## src/psms_map.svh

```systemverilog
`ifndef PSMS_MAP_SVH
`define PSMS_MAP_SVH

// ****************************************
// Register offsets (8-bit index space)
// ****************************************
`define PSMS_IDLE_ENABLE_OFS 8'h81
`define PSMS_TRAP_ENABLE_OFS 8'h83
`define PSMS_IDLE_MIRROR_OFS 8'h85
`define PSMS_IDLE_STATUS_OFS 8'hF5
`define PSMS_TRAP_STATUS_OFS 8'hF6
`define PSMS_IRQ_STATUS_OFS 8'hE0
`define PSMS_IRQ_MASK_OFS 8'hE1
`define PSMS_TOP_STATUS_OFS 8'hE2

// ****************************************
// Field positions and reset values
// ****************************************
`define PSMS_IDLE_BITS 5
`define PSMS_IDLE_MASK 8'h1F
`define PSMS_VIDEO_TRAP_BIT 7
`define PSMS_RESET_BYTE 8'h00

`endif

```

## src/psms_pkg.sv

```systemverilog
package psms_pkg;
    typedef logic [7:0] psms_byte_type;
    typedef logic [4:0] psms_idle_type;
endpackage

```

## src/psms_sticky.sv

```systemverilog
`include "psms_map.svh"

module psms_sticky (
    // Clock and reset
    input wire logic ref_clk_i,
    input wire logic resetn_i,
    // Set and clear
    input wire logic set_i,
    input wire logic clear_i,
    // State
    output logic flag_o
);
    // Set wins over a simultaneous clear so no event is lost
    always_ff @(posedge ref_clk_i) begin
        if (!resetn_i) begin
            flag_o <= 1'b0;
        end else begin
            flag_o <= set_i | (flag_o & ~clear_i);
        end
    end
endmodule

```

## src/psms_status.sv

```systemverilog
// Operation
// User device one idle expiry sets bit 4
// Keyboard/mouse idle expiry sets bit 3
// Parallel/serial idle expiry sets bit 2
// Floppy idle expiry sets bit 1
// Primary disk idle expiry sets bit 0
// Read returns bits then clears them
// Set only on full idle expiry
// Any set bit raises top summary
// Video trap sets bit 7, clear-on-read
// Mirror at 85h reads without clearing
// Video trap gated by enable bit 7
// Event during clearing read is kept
// SMI drops when all bits clear
//
// The strobed register port was decided locally.
`include "psms_map.svh"

module psms_status
(
    // Clock and reset
    input wire logic ref_clk_i,
    input wire logic resetn_i,
    // Register port
    input wire logic [7:0] reg_addr_i,
    input wire logic [7:0] reg_wdata_i,
    input wire logic reg_wr_i,
    input wire logic reg_rd_i,
    output psms_pkg::psms_byte_type reg_rdata_o,
    // Events from timers and trap decoder (same clock)
    input wire logic [4:0] idle_expired_i,
    input wire logic video_trap_i,
    // Interrupt and summary
    output logic smi_o,
    output logic top_smi_status_o,
    output logic irq_o
);
    import psms_pkg::*;

    // ****************************************
    // Decode
    // ****************************************
    function automatic logic hit(input logic [7:0] a, input logic [7:0] ofs);
        hit = (a == ofs);
    endfunction

    psms_byte_type idle_enable;
    psms_byte_type trap_enable;
    psms_byte_type irq_mask;
    psms_idle_type idle_flag;
    logic trap_flag;
    logic irq_sticky;

    wire wr_idle_en = reg_wr_i & hit(reg_addr_i, `PSMS_IDLE_ENABLE_OFS);
    wire wr_trap_en = reg_wr_i & hit(reg_addr_i, `PSMS_TRAP_ENABLE_OFS);
    wire wr_irq_mask = reg_wr_i & hit(reg_addr_i, `PSMS_IRQ_MASK_OFS);
    wire wr_irq_stat = reg_wr_i & hit(reg_addr_i, `PSMS_IRQ_STATUS_OFS);
    wire rd_idle = reg_rd_i & hit(reg_addr_i, `PSMS_IDLE_STATUS_OFS);
    wire rd_trap = reg_rd_i & hit(reg_addr_i, `PSMS_TRAP_STATUS_OFS);

    // Events qualified by their enables
    wire [4:0] idle_set = idle_expired_i & idle_enable[4:0];
    wire trap_set = video_trap_i & trap_enable[`PSMS_VIDEO_TRAP_BIT];
    wire any_flag = (|idle_flag) | trap_flag;

    // ****************************************
    // Status bits
    // ****************************************
    genvar gi;
    generate
        for (gi = 0; gi < `PSMS_IDLE_BITS; gi++) begin : g_idle
            psms_sticky u_bit (
                .ref_clk_i(ref_clk_i),
                .resetn_i(resetn_i),
                .set_i(idle_set[gi]),
                .clear_i(rd_idle),
                .flag_o(idle_flag[gi])
            );
        end
    endgenerate

    psms_sticky u_trap (
        .ref_clk_i(ref_clk_i),
        .resetn_i(resetn_i),
        .set_i(trap_set),
        .clear_i(rd_trap),
        .flag_o(trap_flag)
    );

    // ****************************************
    // Read data mux
    // ****************************************
    wire [7:0] idle_byte = {3'b000, idle_flag};
    wire [7:0] trap_byte = {trap_flag, 7'b000_0000};
    wire [7:0] rd_mux =
        hit(reg_addr_i, `PSMS_IDLE_STATUS_OFS) ? idle_byte :
        hit(reg_addr_i, `PSMS_IDLE_MIRROR_OFS) ? idle_byte :
        hit(reg_addr_i, `PSMS_TRAP_STATUS_OFS) ? trap_byte :
        hit(reg_addr_i, `PSMS_IDLE_ENABLE_OFS) ? idle_enable :
        hit(reg_addr_i, `PSMS_TRAP_ENABLE_OFS) ? trap_enable :
        hit(reg_addr_i, `PSMS_IRQ_STATUS_OFS) ? {7'b000_0000, irq_sticky} :
        hit(reg_addr_i, `PSMS_IRQ_MASK_OFS) ? irq_mask :
        hit(reg_addr_i, `PSMS_TOP_STATUS_OFS) ? {7'b000_0000, any_flag} :
        8'h00;

    // ****************************************
    // Registers and outputs
    // ****************************************
    always_ff @(posedge ref_clk_i) begin
        if (!resetn_i) begin
            idle_enable <= `PSMS_RESET_BYTE;
            trap_enable <= `PSMS_RESET_BYTE;
            irq_mask <= `PSMS_RESET_BYTE;
            irq_sticky <= 1'b0;
            reg_rdata_o <= `PSMS_RESET_BYTE;
            smi_o <= 1'b0;
            top_smi_status_o <= 1'b0;
            irq_o <= 1'b0;
        end else begin
            if (wr_idle_en) begin
                idle_enable <= reg_wdata_i & `PSMS_IDLE_MASK;
            end
            if (wr_trap_en) begin
                trap_enable <= reg_wdata_i;
            end
            if (wr_irq_mask) begin
                irq_mask <= reg_wdata_i;
            end
            // New event beats write-one-to-clear
            irq_sticky <= ((|idle_set) | trap_set)
                | (irq_sticky & ~(wr_irq_stat & reg_wdata_i[0]));
            reg_rdata_o <= reg_rd_i ? rd_mux : 8'h00;
            // Registered, so SMI trails the flags by one cycle
            smi_o <= any_flag;
            top_smi_status_o <= any_flag;
            irq_o <= irq_sticky & irq_mask[0];
        end
    end

    // ****************************************
    // Check helpers
    // ****************************************
    wire rd_mirror = reg_rd_i & hit(reg_addr_i, `PSMS_IDLE_MIRROR_OFS);
    wire rd_top = reg_rd_i & hit(reg_addr_i, `PSMS_TOP_STATUS_OFS);
    wire rd_irq_stat = reg_rd_i & hit(reg_addr_i, `PSMS_IRQ_STATUS_OFS);
    wire wr_idle_stat = reg_wr_i & hit(reg_addr_i, `PSMS_IDLE_STATUS_OFS);
    wire wr_trap_stat = reg_wr_i & hit(reg_addr_i, `PSMS_TRAP_STATUS_OFS);
    wire any_set = (|idle_set) | trap_set;

    // ****************************************
    // Checks: idle status bits
    // ****************************************
    AST_IDLE_SET: assert property (@(posedge ref_clk_i) disable iff (!resetn_i)
        idle_expired_i[4] && idle_enable[4] |=> idle_flag[4])
        else $error("idle bit 4 not set");

    AST_BIT4_GATE: assert property (@(posedge ref_clk_i) disable iff (!resetn_i)
        !idle_flag[4] && !(idle_expired_i[4] && idle_enable[4]) |=> !idle_flag[4])
        else $error("idle bit 4 set without enabled event");

    AST_BIT3_SET: assert property (@(posedge ref_clk_i) disable iff (!resetn_i)
        idle_expired_i[3] && idle_enable[3] |=> idle_flag[3])
        else $error("idle bit 3 not set");

    AST_IDLE_GATE: assert property (@(posedge ref_clk_i) disable iff (!resetn_i)
        !idle_flag[3] && !(idle_expired_i[3] && idle_enable[3]) |=> !idle_flag[3])
        else $error("idle bit 3 set without enabled event");

    AST_BIT2: assert property (@(posedge ref_clk_i) disable iff (!resetn_i)
        idle_expired_i[2] && idle_enable[2] |=> idle_flag[2])
        else $error("idle bit 2 not set");

    AST_BIT2_GATE: assert property (@(posedge ref_clk_i) disable iff (!resetn_i)
        !idle_flag[2] && !(idle_expired_i[2] && idle_enable[2]) |=> !idle_flag[2])
        else $error("idle bit 2 set without enabled event");

    AST_BIT1: assert property (@(posedge ref_clk_i) disable iff (!resetn_i)
        idle_expired_i[1] && idle_enable[1] |=> idle_flag[1])
        else $error("idle bit 1 not set");

    AST_BIT1_GATE: assert property (@(posedge ref_clk_i) disable iff (!resetn_i)
        !idle_flag[1] && !(idle_expired_i[1] && idle_enable[1]) |=> !idle_flag[1])
        else $error("idle bit 1 set without enabled event");

    AST_BIT0: assert property (@(posedge ref_clk_i) disable iff (!resetn_i)
        idle_expired_i[0] && idle_enable[0] |=> idle_flag[0])
        else $error("idle bit 0 not set");

    AST_BIT0_GATE: assert property (@(posedge ref_clk_i) disable iff (!resetn_i)
        !idle_flag[0] && !(idle_expired_i[0] && idle_enable[0]) |=> !idle_flag[0])
        else $error("idle bit 0 set without enabled event");

    AST_ENABLE_WRITE: assert property (@(posedge ref_clk_i) disable iff (!resetn_i)
        wr_idle_en |=> idle_enable == ($past(reg_wdata_i) & `PSMS_IDLE_MASK))
        else $error("idle enable write lost");

    // Upper enable bits have no source behind them
    AST_ENABLE_UPPER: assert property (@(posedge ref_clk_i) disable iff (!resetn_i)
        idle_enable[7:5] == 3'h0)
        else $error("unused idle enable bits set");

    AST_ENABLE_HOLD: assert property (@(posedge ref_clk_i) disable iff (!resetn_i)
        !wr_idle_en |=> idle_enable == $past(idle_enable))
        else $error("idle enable changed without write");

    // ****************************************
    // Checks: clearing read and mirror
    // ****************************************
    AST_READ_CLEAR: assert property (@(posedge ref_clk_i) disable iff (!resetn_i)
        rd_idle && !(|idle_set) |=> idle_flag == 5'b00000 && reg_rdata_o == $past(idle_byte))
        else $error("clearing read wrong");

    // Only the bits raised in the read cycle survive it
    AST_READ_KEEP: assert property (@(posedge ref_clk_i) disable iff (!resetn_i)
        rd_idle && (|idle_set) |=> idle_flag == $past(idle_set))
        else $error("idle event lost in clearing read");

    AST_IDLE_HOLD: assert property (@(posedge ref_clk_i) disable iff (!resetn_i)
        !rd_idle |=> ((idle_flag & $past(idle_flag)) == $past(idle_flag)))
        else $error("idle bit dropped without clearing read");

    AST_STATUS_RO: assert property (@(posedge ref_clk_i) disable iff (!resetn_i)
        wr_idle_stat && !reg_rd_i && !(|idle_set) |=> idle_flag == $past(idle_flag))
        else $error("idle status changed by write");

    AST_RDATA_IDLE: assert property (@(posedge ref_clk_i) disable iff (!resetn_i)
        !reg_rd_i |=> reg_rdata_o == 8'h00)
        else $error("read data without read strobe");

    AST_IDLE_BYTE: assert property (@(posedge ref_clk_i) disable iff (!resetn_i)
        rd_idle |=> reg_rdata_o[7:5] == 3'h0)
        else $error("idle status upper bits set");

    AST_MIRROR: assert property (@(posedge ref_clk_i) disable iff (!resetn_i)
        reg_rd_i && hit(reg_addr_i, `PSMS_IDLE_MIRROR_OFS) |=> idle_flag == $past(idle_flag)
        || (|$past(idle_set)))
        else $error("mirror read disturbed bits");

    AST_MIRROR_DATA: assert property (@(posedge ref_clk_i) disable iff (!resetn_i)
        rd_mirror |=> reg_rdata_o == $past(idle_byte))
        else $error("mirror read data wrong");

    AST_MIRROR_SMI: assert property (@(posedge ref_clk_i) disable iff (!resetn_i)
        rd_mirror && (|idle_flag) |=> ##1 smi_o)
        else $error("mirror read dropped smi");

    // ****************************************
    // Checks: video trap
    // ****************************************
    AST_TRAP: assert property (@(posedge ref_clk_i) disable iff (!resetn_i)
        video_trap_i && !trap_enable[7] && !trap_flag |=> !trap_flag)
        else $error("trap set while disabled");

    AST_TRAP_LOW: assert property (@(posedge ref_clk_i) disable iff (!resetn_i)
        !trap_flag && !trap_set |=> !trap_flag)
        else $error("trap set without enabled event");

    AST_TRAP_SET: assert property (@(posedge ref_clk_i) disable iff (!resetn_i)
        trap_set |=> trap_flag)
        else $error("trap bit not set");

    AST_TRAP_HOLD: assert property (@(posedge ref_clk_i) disable iff (!resetn_i)
        trap_flag && !rd_trap |=> trap_flag)
        else $error("trap bit dropped without clearing read");

    AST_TRAP_CLEAR: assert property (@(posedge ref_clk_i) disable iff (!resetn_i)
        rd_trap && !trap_set |=> !trap_flag
        && reg_rdata_o == $past(trap_byte))
        else $error("trap clearing read wrong");

    AST_TRAP_BYTE: assert property (@(posedge ref_clk_i) disable iff (!resetn_i)
        rd_trap |=> reg_rdata_o[6:0] == 7'h00)
        else $error("trap status low bits set");

    AST_TRAP_RO: assert property (@(posedge ref_clk_i) disable iff (!resetn_i)
        wr_trap_stat && !trap_set |=> trap_flag == $past(trap_flag))
        else $error("trap status changed by write");

    AST_KEEP: assert property (@(posedge ref_clk_i) disable iff (!resetn_i)
        rd_trap && trap_set |=> trap_flag)
        else $error("event lost in clearing read");

    AST_TRAP_EN_WRITE: assert property (@(posedge ref_clk_i) disable iff (!resetn_i)
        wr_trap_en |=> trap_enable == $past(reg_wdata_i))
        else $error("trap enable write lost");

    // ****************************************
    // Checks: summary and SMI
    // ****************************************
    AST_SMI: assert property (@(posedge ref_clk_i) disable iff (!resetn_i)
        any_flag |=> smi_o && top_smi_status_o)
        else $error("summary not raised");

    AST_TOP_SMI: assert property (@(posedge ref_clk_i) disable iff (!resetn_i)
        top_smi_status_o == smi_o)
        else $error("summary and smi differ");

    AST_SMI_RISE: assert property (@(posedge ref_clk_i) disable iff (!resetn_i)
        $rose(smi_o) |-> $past(any_flag))
        else $error("smi raised with no status bit");

    AST_SUMMARY_READ: assert property (@(posedge ref_clk_i) disable iff (!resetn_i)
        rd_top |=> reg_rdata_o == {7'h00, $past(any_flag)})
        else $error("summary read data wrong");

    AST_SMI_DROP: assert property (@(posedge ref_clk_i) disable iff (!resetn_i)
        !any_flag |=> !smi_o)
        else $error("smi held with no flags");

    // Two cycles: one to clear the flags, one for the registered SMI
    AST_SMI_CLEAR: assert property (@(posedge ref_clk_i) disable iff (!resetn_i)
        rd_idle && !trap_flag && !any_set
        |=> ##1 !smi_o)
        else $error("smi held after last bit cleared");

    AST_RESET_CLEAN: assert property (@(posedge ref_clk_i) disable iff (!resetn_i)
        !$past(resetn_i) |-> idle_flag == 5'h00 && !trap_flag && !smi_o && !irq_o
        && reg_rdata_o == 8'h00)
        else $error("state not clean after reset");

    // ****************************************
    // Checks: interrupt
    // ****************************************
    AST_IRQ_SET: assert property (@(posedge ref_clk_i) disable iff (!resetn_i)
        any_set |=> irq_sticky)
        else $error("irq status not set");

    AST_IRQ_KEEP: assert property (@(posedge ref_clk_i) disable iff (!resetn_i)
        any_set && wr_irq_stat |=> irq_sticky)
        else $error("irq event lost in clearing write");

    AST_IRQ_CLEAR: assert property (@(posedge ref_clk_i) disable iff (!resetn_i)
        wr_irq_stat && reg_wdata_i[0] && !any_set |=> !irq_sticky)
        else $error("irq status not cleared");

    AST_IRQ_READ: assert property (@(posedge ref_clk_i) disable iff (!resetn_i)
        rd_irq_stat |=> reg_rdata_o == {7'h00, $past(irq_sticky)})
        else $error("irq status read data wrong");

    AST_IRQ_OUT: assert property (@(posedge ref_clk_i) disable iff (!resetn_i)
        irq_sticky && irq_mask[0] |=> irq_o)
        else $error("irq not raised");

    AST_IRQ_MASKED: assert property (@(posedge ref_clk_i) disable iff (!resetn_i)
        !irq_mask[0] |=> !irq_o)
        else $error("irq raised while masked");

    AST_MASK_WRITE: assert property (@(posedge ref_clk_i) disable iff (!resetn_i)
        wr_irq_mask |=> irq_mask == $past(reg_wdata_i))
        else $error("irq mask write lost");
endmodule

```

## config.mk

```make
export PLATFORM = sky130hd
export DESIGN_NAME = psms_status
export DESIGN_NICKNAME = d
export VERILOG_FILES = /design/src/psms_pkg.sv /design/src/psms_sticky.sv /design/src/psms_status.sv
export VERILOG_INCLUDE_DIRS = /design/src
export SDC_FILE = /design/constraint.sdc
export NUM_CORES = 1
export LEC_CHECK = 0
export BUFFER_PORTS_ARGS = -buffer_cell sky130_fd_sc_hd__clkbuf_2
export CAP_MARGIN = 40
export CORE_ASPECT_RATIO = 0.5
export CORE_UTILIZATION = 25
export DETAILED_ROUTE_END_ITERATION = 8
export PLACE_DENSITY_LB_ADDON = 0.25
export SYNTH_ARGS = -nofsm -noshare
export SYNTH_HDL_FRONTEND = slang
export SYNTH_HIERARCHICAL = 1
export SYNTH_SLANG_ARGS = --single-unit
```

## constraint.sdc

```tcl
create_clock -name ref_clk_i -period 3.7 [get_ports ref_clk_i]
set_input_delay 0.185 -clock ref_clk_i [delete_from_list [all_inputs] [get_ports ref_clk_i]]
set_output_delay 0.185 -clock ref_clk_i [all_outputs]
set_load 0.01 [all_outputs]
```

==> run_results.csv, run 1 <==
group,metric,value,unit
run_status,outcome,"finished, final reports clean",
power_and_ir_drop,p_seq_share,46.1,%
detailed_routing,drtPass1Iterations,4,
sta,rsz0062_at_grt,"false",
yosys,synth_cells,198,
yosys,avgSynthCellArea,9.15,um2
power_and_ir_drop,p_leak,0.900,nW
sta,finClkSkew,5.38,ps
sta,tns,0,ps
power_and_ir_drop,clock_power_share,48.1,%
placement,io_buffer_count,36,
sta,setup_viol,0,
sta,final.setup.worst_slack,1950,ps
die,rows,21,
sta,fin_crit,1750,ps
global_route,antenna_found_initial,0,
clocking,clkLatencyLatePin,280,ps
worst_setup_path,arrival,1940,ps
final_layout,drive_gt1_share,26.2,%
detailed_routing,avgViaCountPerCell,4.78,
power_and_ir_drop,swShare,22.1,%
yosys,synth_edf_count,0,
yosys,yosys-top-cells-area,"dfxtp_1, mux2i_1, nand3_1",
yosys,synth_nets,224,
die,io_pins,37,
die,die_w,122,um
worst_setup_path,crit_path_max_fanout,11,
sta,max_freq,571,MHz
detailed_routing,drc,0,
final_layout,nets,258,
power_and_ir_drop,power_density,400,mW/mm2
die,die_h,62.2,um
job,maxCapViolCount,0,
clocking,postCtsHoldBufs,0,
die,start_util,26.5,%
yosys,synthArstFlopShare,0,%
clocking,htree_levels,2,
final_layout,area_growth,22.9,%
worst_setup_path,cp-end-kind,"register",
clocking,cts_made_buffers,5,
global_route,grt_usage,13.3,%
final_layout,final_cell_mix,"dfxtp_1, clkbuf_2, nand3_1, nor2_1, nand2_1",
power_and_ir_drop,p_switching,0.000197,W
detailed_routing,drt_iter0_drc,50,
clocking,cts.clk_slew.worst_paths,60,ps
sta,worst_slew_pin_slew,785,ps
global_route,grt_pass1_vias,1512,
clocking,cts_root_buffer,"clkbuf_16",
worst_hold_path,hold_path_class,"in -> reg",
yosys,synth_top_flop_cell,"dfxtp_1",
detailed_routing,wl_per_cell,14.4,um
placement,place_congestion,0.794,
clocking,post-cts-setup-buffers,0,
yosys,synth_seq_cells,38,
sta,hold_violations,0,
power_and_ir_drop,pwr-share-comb,5.8,%
detailed_routing,ant_nets,0,
sta,finalMaxSlewViolations,0,
yosys,yosys_warnings,6,
yosys,seq_area_frac_synth,42.0,%
yosys,ys_types,40,
clocking,cts_resized,0,
placement,pre_cts_ws,1600,ps
clocking,cts.sinks,38,
global_route,grt_overflow,0,
yosys,yosysTopAreaCell,"dfxtp_1",
final_layout,antenna_cells,0,
die,core-area,0.00683,mm2
sta,slew_headroom,47.4,%
detailed_routing,routed_wl,4690,um
global_route,grt_pass1_wl,7820,um
worst_setup_path,cp.required,3880,ps
clocking,clk_path_buf_depth,2,
die,dieArea,0.00761,mm2
power_and_ir_drop,ir_drop,0.000146,V
placement,hpwl,3550,um
power_and_ir_drop,internal-power,0.000693,W
yosys,synth_area,0.00181,mm2
final_layout,mostFrequentLayoutCell,"dfxtp_1",
detailed_routing,vias,1552,
global_route,grt_max_degree,24,
yosys,synth_top_area_share,42.0,%
worst_setup_path,start_kind,"input port",
worst_setup_path,worst-setup-path-type,"in -> reg",
clocking,cts_tree,"done",
sta,timing.final.crit_share,47.3,%
-- through the flow --
stage / utilization (%) / power [W] / cells / hold WS [ps] / cell area (um2)
2_1_floorplan: - / 0.000444 / 198 / 302 / 1810
3_3_place_gp: 30.3 / 0.000470 / 316 / 436 / 2070
3_5_place_dp: 30.4 / 0.000471 / 317 / 441 / 2080
4_1_cts: 32.6 / 0.000899 / 325 / 143 / 2230
5_1_grt: 32.6 / 0.000925 / 325 / 160 / 2230
6_report: 32.6 / 0.000890 / 325 / 148 / 2230
-- layer usage --
metal / wire length [um] / track usage [%]
met1: 2430 / 18.4
met2: 2110 / 20.2
met3: 132 / 3.40
met4: 21 / 3.81
met5: 0 / 0
-- Yosys cell counts (3+ instances only) --
cell type,instances
and2_1,7
nor2_1,22
a311oi_1,4
a21oi_1,10
nand4_1,7
nor4_1,3
inv_1,3
a21o_1,4
clkbuf_1,6
nor2b_4,6
nand2_1,14
buf_2,3
mux2i_1,13
o21a_1,7
nand3_1,22
a211oi_1,4
dfxtp_1,38
-- kinds of logic (layout without fill, tap and decap cells) --
kind of cell	count (synthesis)	in the layout	share of synthesized area, %
flops	38	38	42.0
compound gates	36	36	14.8
simple gates	97	97	32.3
buf+inv	13	48	3.11
mux	14	14	7.80
-- flip-flops by register name, summed over array words and instances, names as in the netlist --
| name | cells |
|---|---|
| top_smi_status_o | 1 |
| g_idle.u_bit/flag_o | 5 |
| irq_mask | 8 |
| reg_rdata_o | 8 |
| trap_enable | 8 |
| u_trap/flag_o | 1 |
| idle_enable | 5 |
| irq_sticky | 1 |
| irq_o | 1 |
-- path summary, 6_finish.rpt --
check        slack (ps)  cells past startpoint             end              startpoint
min reg2reg         460                      2     irq_mask[5]             irq_mask[5]
min                 150                      3     irq_mask[7]          reg_wdata_i[7]
max                1950                      5  reg_rdata_o[7]           reg_addr_i[3]
max reg2reg        2340                      4  reg_rdata_o[0]  g_idle[3].u_bit/flag_o
-- final cells by class --
| type | instances | area, um2 |
|---|---|---|
| clock inverter | 2 | 12.5 |
| fill | 730 | 4600 |
| tap | 92 | 115 |
| multi-input combinational | 147 | 1000 |
| inverter | 3 | 11.3 |
| clock buffer | 6 | 139 |
| timing repair buffer | 37 | 188 |
| sequential | 38 | 761 |
-- power by group through the flow --
| stage | clock, W | combinational, W | sequential [W] |
|---|---|---|---|
| after floorplan | 0 | 0.0000246 | 0.000419 |
| after global placement | 0 | 0.0000510 | 0.000419 |
| after detailed placement | 0 | 0.0000517 | 0.000419 |
| after CTS | 0.000437 | 0.0000517 | 0.000410 |
| after global routing | 0.000458 | 0.0000569 | 0.000410 |
| final | 0.000428 | 0.0000515 | 0.000410 |
-- critical path, cell delays in order --
cell	delay, ps
clkbuf_2	110
or4b_4	580
nor3_2	620
a22oi_1	140
a211oi_1	300
No activity file was read; power rests on OpenSTA's default activity.
==> run 2, diff against run 1 <==
- ABC_AREA: unset -> 1
- clock period: 3.7 -> 1.7 ns (I/O delays scaled with it)
==> run 2 against run 1 <==
Against the previous run:
- non-clock buffer count increased by 2
- final cell count rose by 18%
- cell area is 2.1% higher
- power up 130%
- register-to-register slack got worse by 1700 ps
- flip-flop and latch count did not move
- highest routed layer unchanged
==> run_results.csv, run 2 <==
group,metric,value,unit
run_status,outcome,"finished, final reports clean",
detailed_routing,met2WireLength,1940,um
power_and_ir_drop,power_density,905,mW/mm2
clocking,clkLatencyLatePin,280,ps
final_layout,mostFrequentLayoutCell,"inv_1",
sta,rsz0062_at_grt,"false",
sta,finalMaxSlewViolations,0,
placement,io_buffer_count,36,
detailed_routing,met1Wirelength,2330,um
final_layout,design_area,0.00227,mm2
clocking,cts.clk_slew.worst_paths,50,ps
detailed_routing,drt_iter0_drc,98,
worst_hold_path,hold_path_depth,3,
detailed_routing,vias,1658,
final_layout,nets,316,
detailed_routing,top_layer,"met4",
sta,setup_viol,0,
clocking,cts_tree,"done",
sta,slew_headroom,74.5,%
worst_hold_path,hold_path_end,"irq_mask[6]",
worst_setup_path,rr_startpoint,"g_idle[4].u_bit/flag_o",
global_route,grt_usage,13.1,%
worst_setup_path,crit_slowest_cell,"nor2_4",
yosys,yosysTopAreaCell,"dfxtp_1",
die,io_pins,37,
global_route,grt_max_degree,24,
clocking,postCtsHoldBufs,0,
placement,hpwl,3570,um
worst_setup_path,worst-setup-path-type,"in -> reg",
worst_setup_path,slowest_delay,290,ps
clocking,cts.sinks,38,
detailed_routing,drtPass1Iterations,4,
worst_setup_path,reg2reg_to,"reg_rdata_o[0]",
global_route,grt_pass1_wl,7740,um
worst_setup_path,arrival,1280,ps
sta,max_freq,899,MHz
sta,fin_crit,1110,ps
worst_hold_path,min_from,"reg_wdata_i[6]",
final_layout,area_growth,23.6,%
final_layout,drive_gt1_share,25.5,%
final_layout,antenna_cells,0,
worst_setup_path,cp.required,1860,ps
sta,finClkSkew,5.98,ps
clocking,cts_resized,0,
worst_setup_path,crit_chain,"clkbuf_2 -> inv_2 -> nand2_2 -> nor2_4 -> nand2_2 -> nor2_8 -> inv_4 -> o21ai_0 -> a21oi_1",
sta,worst_slew_pin_slew,382,ps
yosys,seq_area_frac_synth,41.4,%
job,maxCapViolCount,0,
final_layout,final_cell_mix,"inv_1, nand2_1, dfxtp_1",
die,start_util,26.7,%
detailed_routing,met3WireLength,200,um
worst_setup_path,start_kind,"input port",
yosys,synth_top_flop_cell,"dfxtp_1",
yosys,post-synth-top-count-cell,"inv_1",
die,rows,21,
die,core-area,0.00688,mm2
worst_setup_path,cp-end-kind,"register",
clocking,cts_made_buffers,5,
clocking,post-cts-setup-buffers,0,
detailed_routing,drc,0,
global_route,grt_overflow,0,
yosys,ys_types,28,
worst_setup_path,rr_worst_depth,6,
detailed_routing,wl_per_cell,11.8,um
yosys,synth_cells,250,
yosys,avgSynthCellArea,7.36,um2
yosys,ys_top_cells_by_count,"inv_1, dfxtp_1, nand2_1",
worst_setup_path,r2r_slack,620,ps
worst_setup_path,crit_top_cell,"nand2_2",
die,dieArea,0.00772,mm2
final_layout,largest_registers,"irq_mask x8, reg_rdata_o x8, trap_enable x8",
yosys,yosys-top-cells-area,"dfxtp_1, inv_1, nand2_1",
detailed_routing,routed_wl,4520,um
clocking,htree_levels,2,
sta,hold-worst-slack,67.4,ps
global_route,grt_pass1_vias,1542,
yosys,synth_area,0.00184,mm2
yosys,yosys_warnings,6,
die,die_w,123,um
worst_setup_path,crit_path_max_fanout,12,
yosys,synth_seq_cells,38,
detailed_routing,ant_nets,0,
clocking,clk_path_buf_depth,2,
yosys,synth_nets,276,
clocking,cts_root_buffer,"clkbuf_16",
die,die_h,62.7,um
sta,tns,0,ps
power_and_ir_drop,p_leak,1.00,nW
placement,dpl_cell_area,0.00210,mm2
yosys,synth_top_area_share,41.4,%
sta,hold_violations,0,
power_and_ir_drop,ir_drop,0.000405,V
placement,place_congestion,0.792,
yosys,synth_edf_count,0,
global_route,antenna_found_initial,0,
sta,timing.final.crit_share,65.4,%
detailed_routing,avgViaCountPerCell,4.34,
yosys,synthArstFlopShare,0,%
worst_hold_path,hold_path_class,"in -> reg",
-- run 2: changes by cell type after synthesis, moves of 7 or more --
| cell | delta |
|---|---|
| inv_1 | +41 |
| nand2_1 | +24 |
| o21ai_0 | +14 |
| mux2i_1 | -13 |
| a21oi_1 | +12 |
| a21oi_2 | +7 |
| and2_1 | -7 |
| o21a_1 | -7 |
-- run 2: per-layer routing --
layer	GRT usage [%]	up-vias
li1	-	867
met1	19.1	752
met2	18.6	32
met3	3.10	7
met4	4.07	0
met5	0	-
-- run 2: power breakdown --
group          switching (W)  internal, W
clock               0.000325     0.000723
sequential       0.000000963     0.000893
combinational      0.0000777    0.0000392
-- run 2: kinds of logic (layout without fill, tap and decap cells) --
group,Yosys count,count (layout),share of synthesized area (%)
AND/OR/NAND/NOR,106,106,29.1
buffers and inverters,55,95,13.3
flip-flops,38,38,41.4
AO/OA/AOI/OAI,51,51,16.3
-- run 2: worst max-delay path by stage --
| stage | end | startpoint | slack [ps] |
|---|---|---|---|
| floorplan | g_idle[0].u_bit/flag_o | reg_addr_i[5] | 690 |
| global placement | irq_mask[7] | reg_addr_i[1] | 390 |
| detailed placement | irq_mask[7] | reg_addr_i[1] | 320 |
| CTS | irq_mask[7] | reg_addr_i[1] | 600 |
| global route | irq_mask[7] | reg_addr_i[1] | 450 |
| finish | irq_mask[7] | reg_addr_i[1] | 590 |
-- run 2: final cells by class --
| type | count | area [um2] |
|---|---|---|
| Clock inverter | 1 | 30.0 |
| Fill cell | 771 | 4610 |
| Timing Repair Buffer | 39 | 203 |
| Inverter | 49 | 191 |
| Sequential cell | 38 | 761 |
| Clock buffer | 6 | 139 |
| Multi-Input combinational cell | 157 | 835 |
| Tap cell | 92 | 115 |
-- run 2: worst max-delay path, delay by kind of cell --
| kind | cells | cell delay, ps |
|---|---|---|
| and+or+nand+nor | 4 | 700 |
| AOI/OAI and AO/OA | 2 | 210 |
| buffers and inverters | 3 | 290 |
-- run 2: through the flow --
step / util (%) / instances / total power, W / setup WS, ps
final: 33.0 / 382 / 0.00206 / 587
after global routing: 33.0 / 382 / 0.00215 / 445
after CTS: 33.0 / 382 / 0.00209 / 598
after detailed placement: 30.6 / 375 / 0.00103 / 320
after global placement: 30.6 / 375 / 0.00103 / 390
after floorplan: - / 250 / 0.000976 / 691
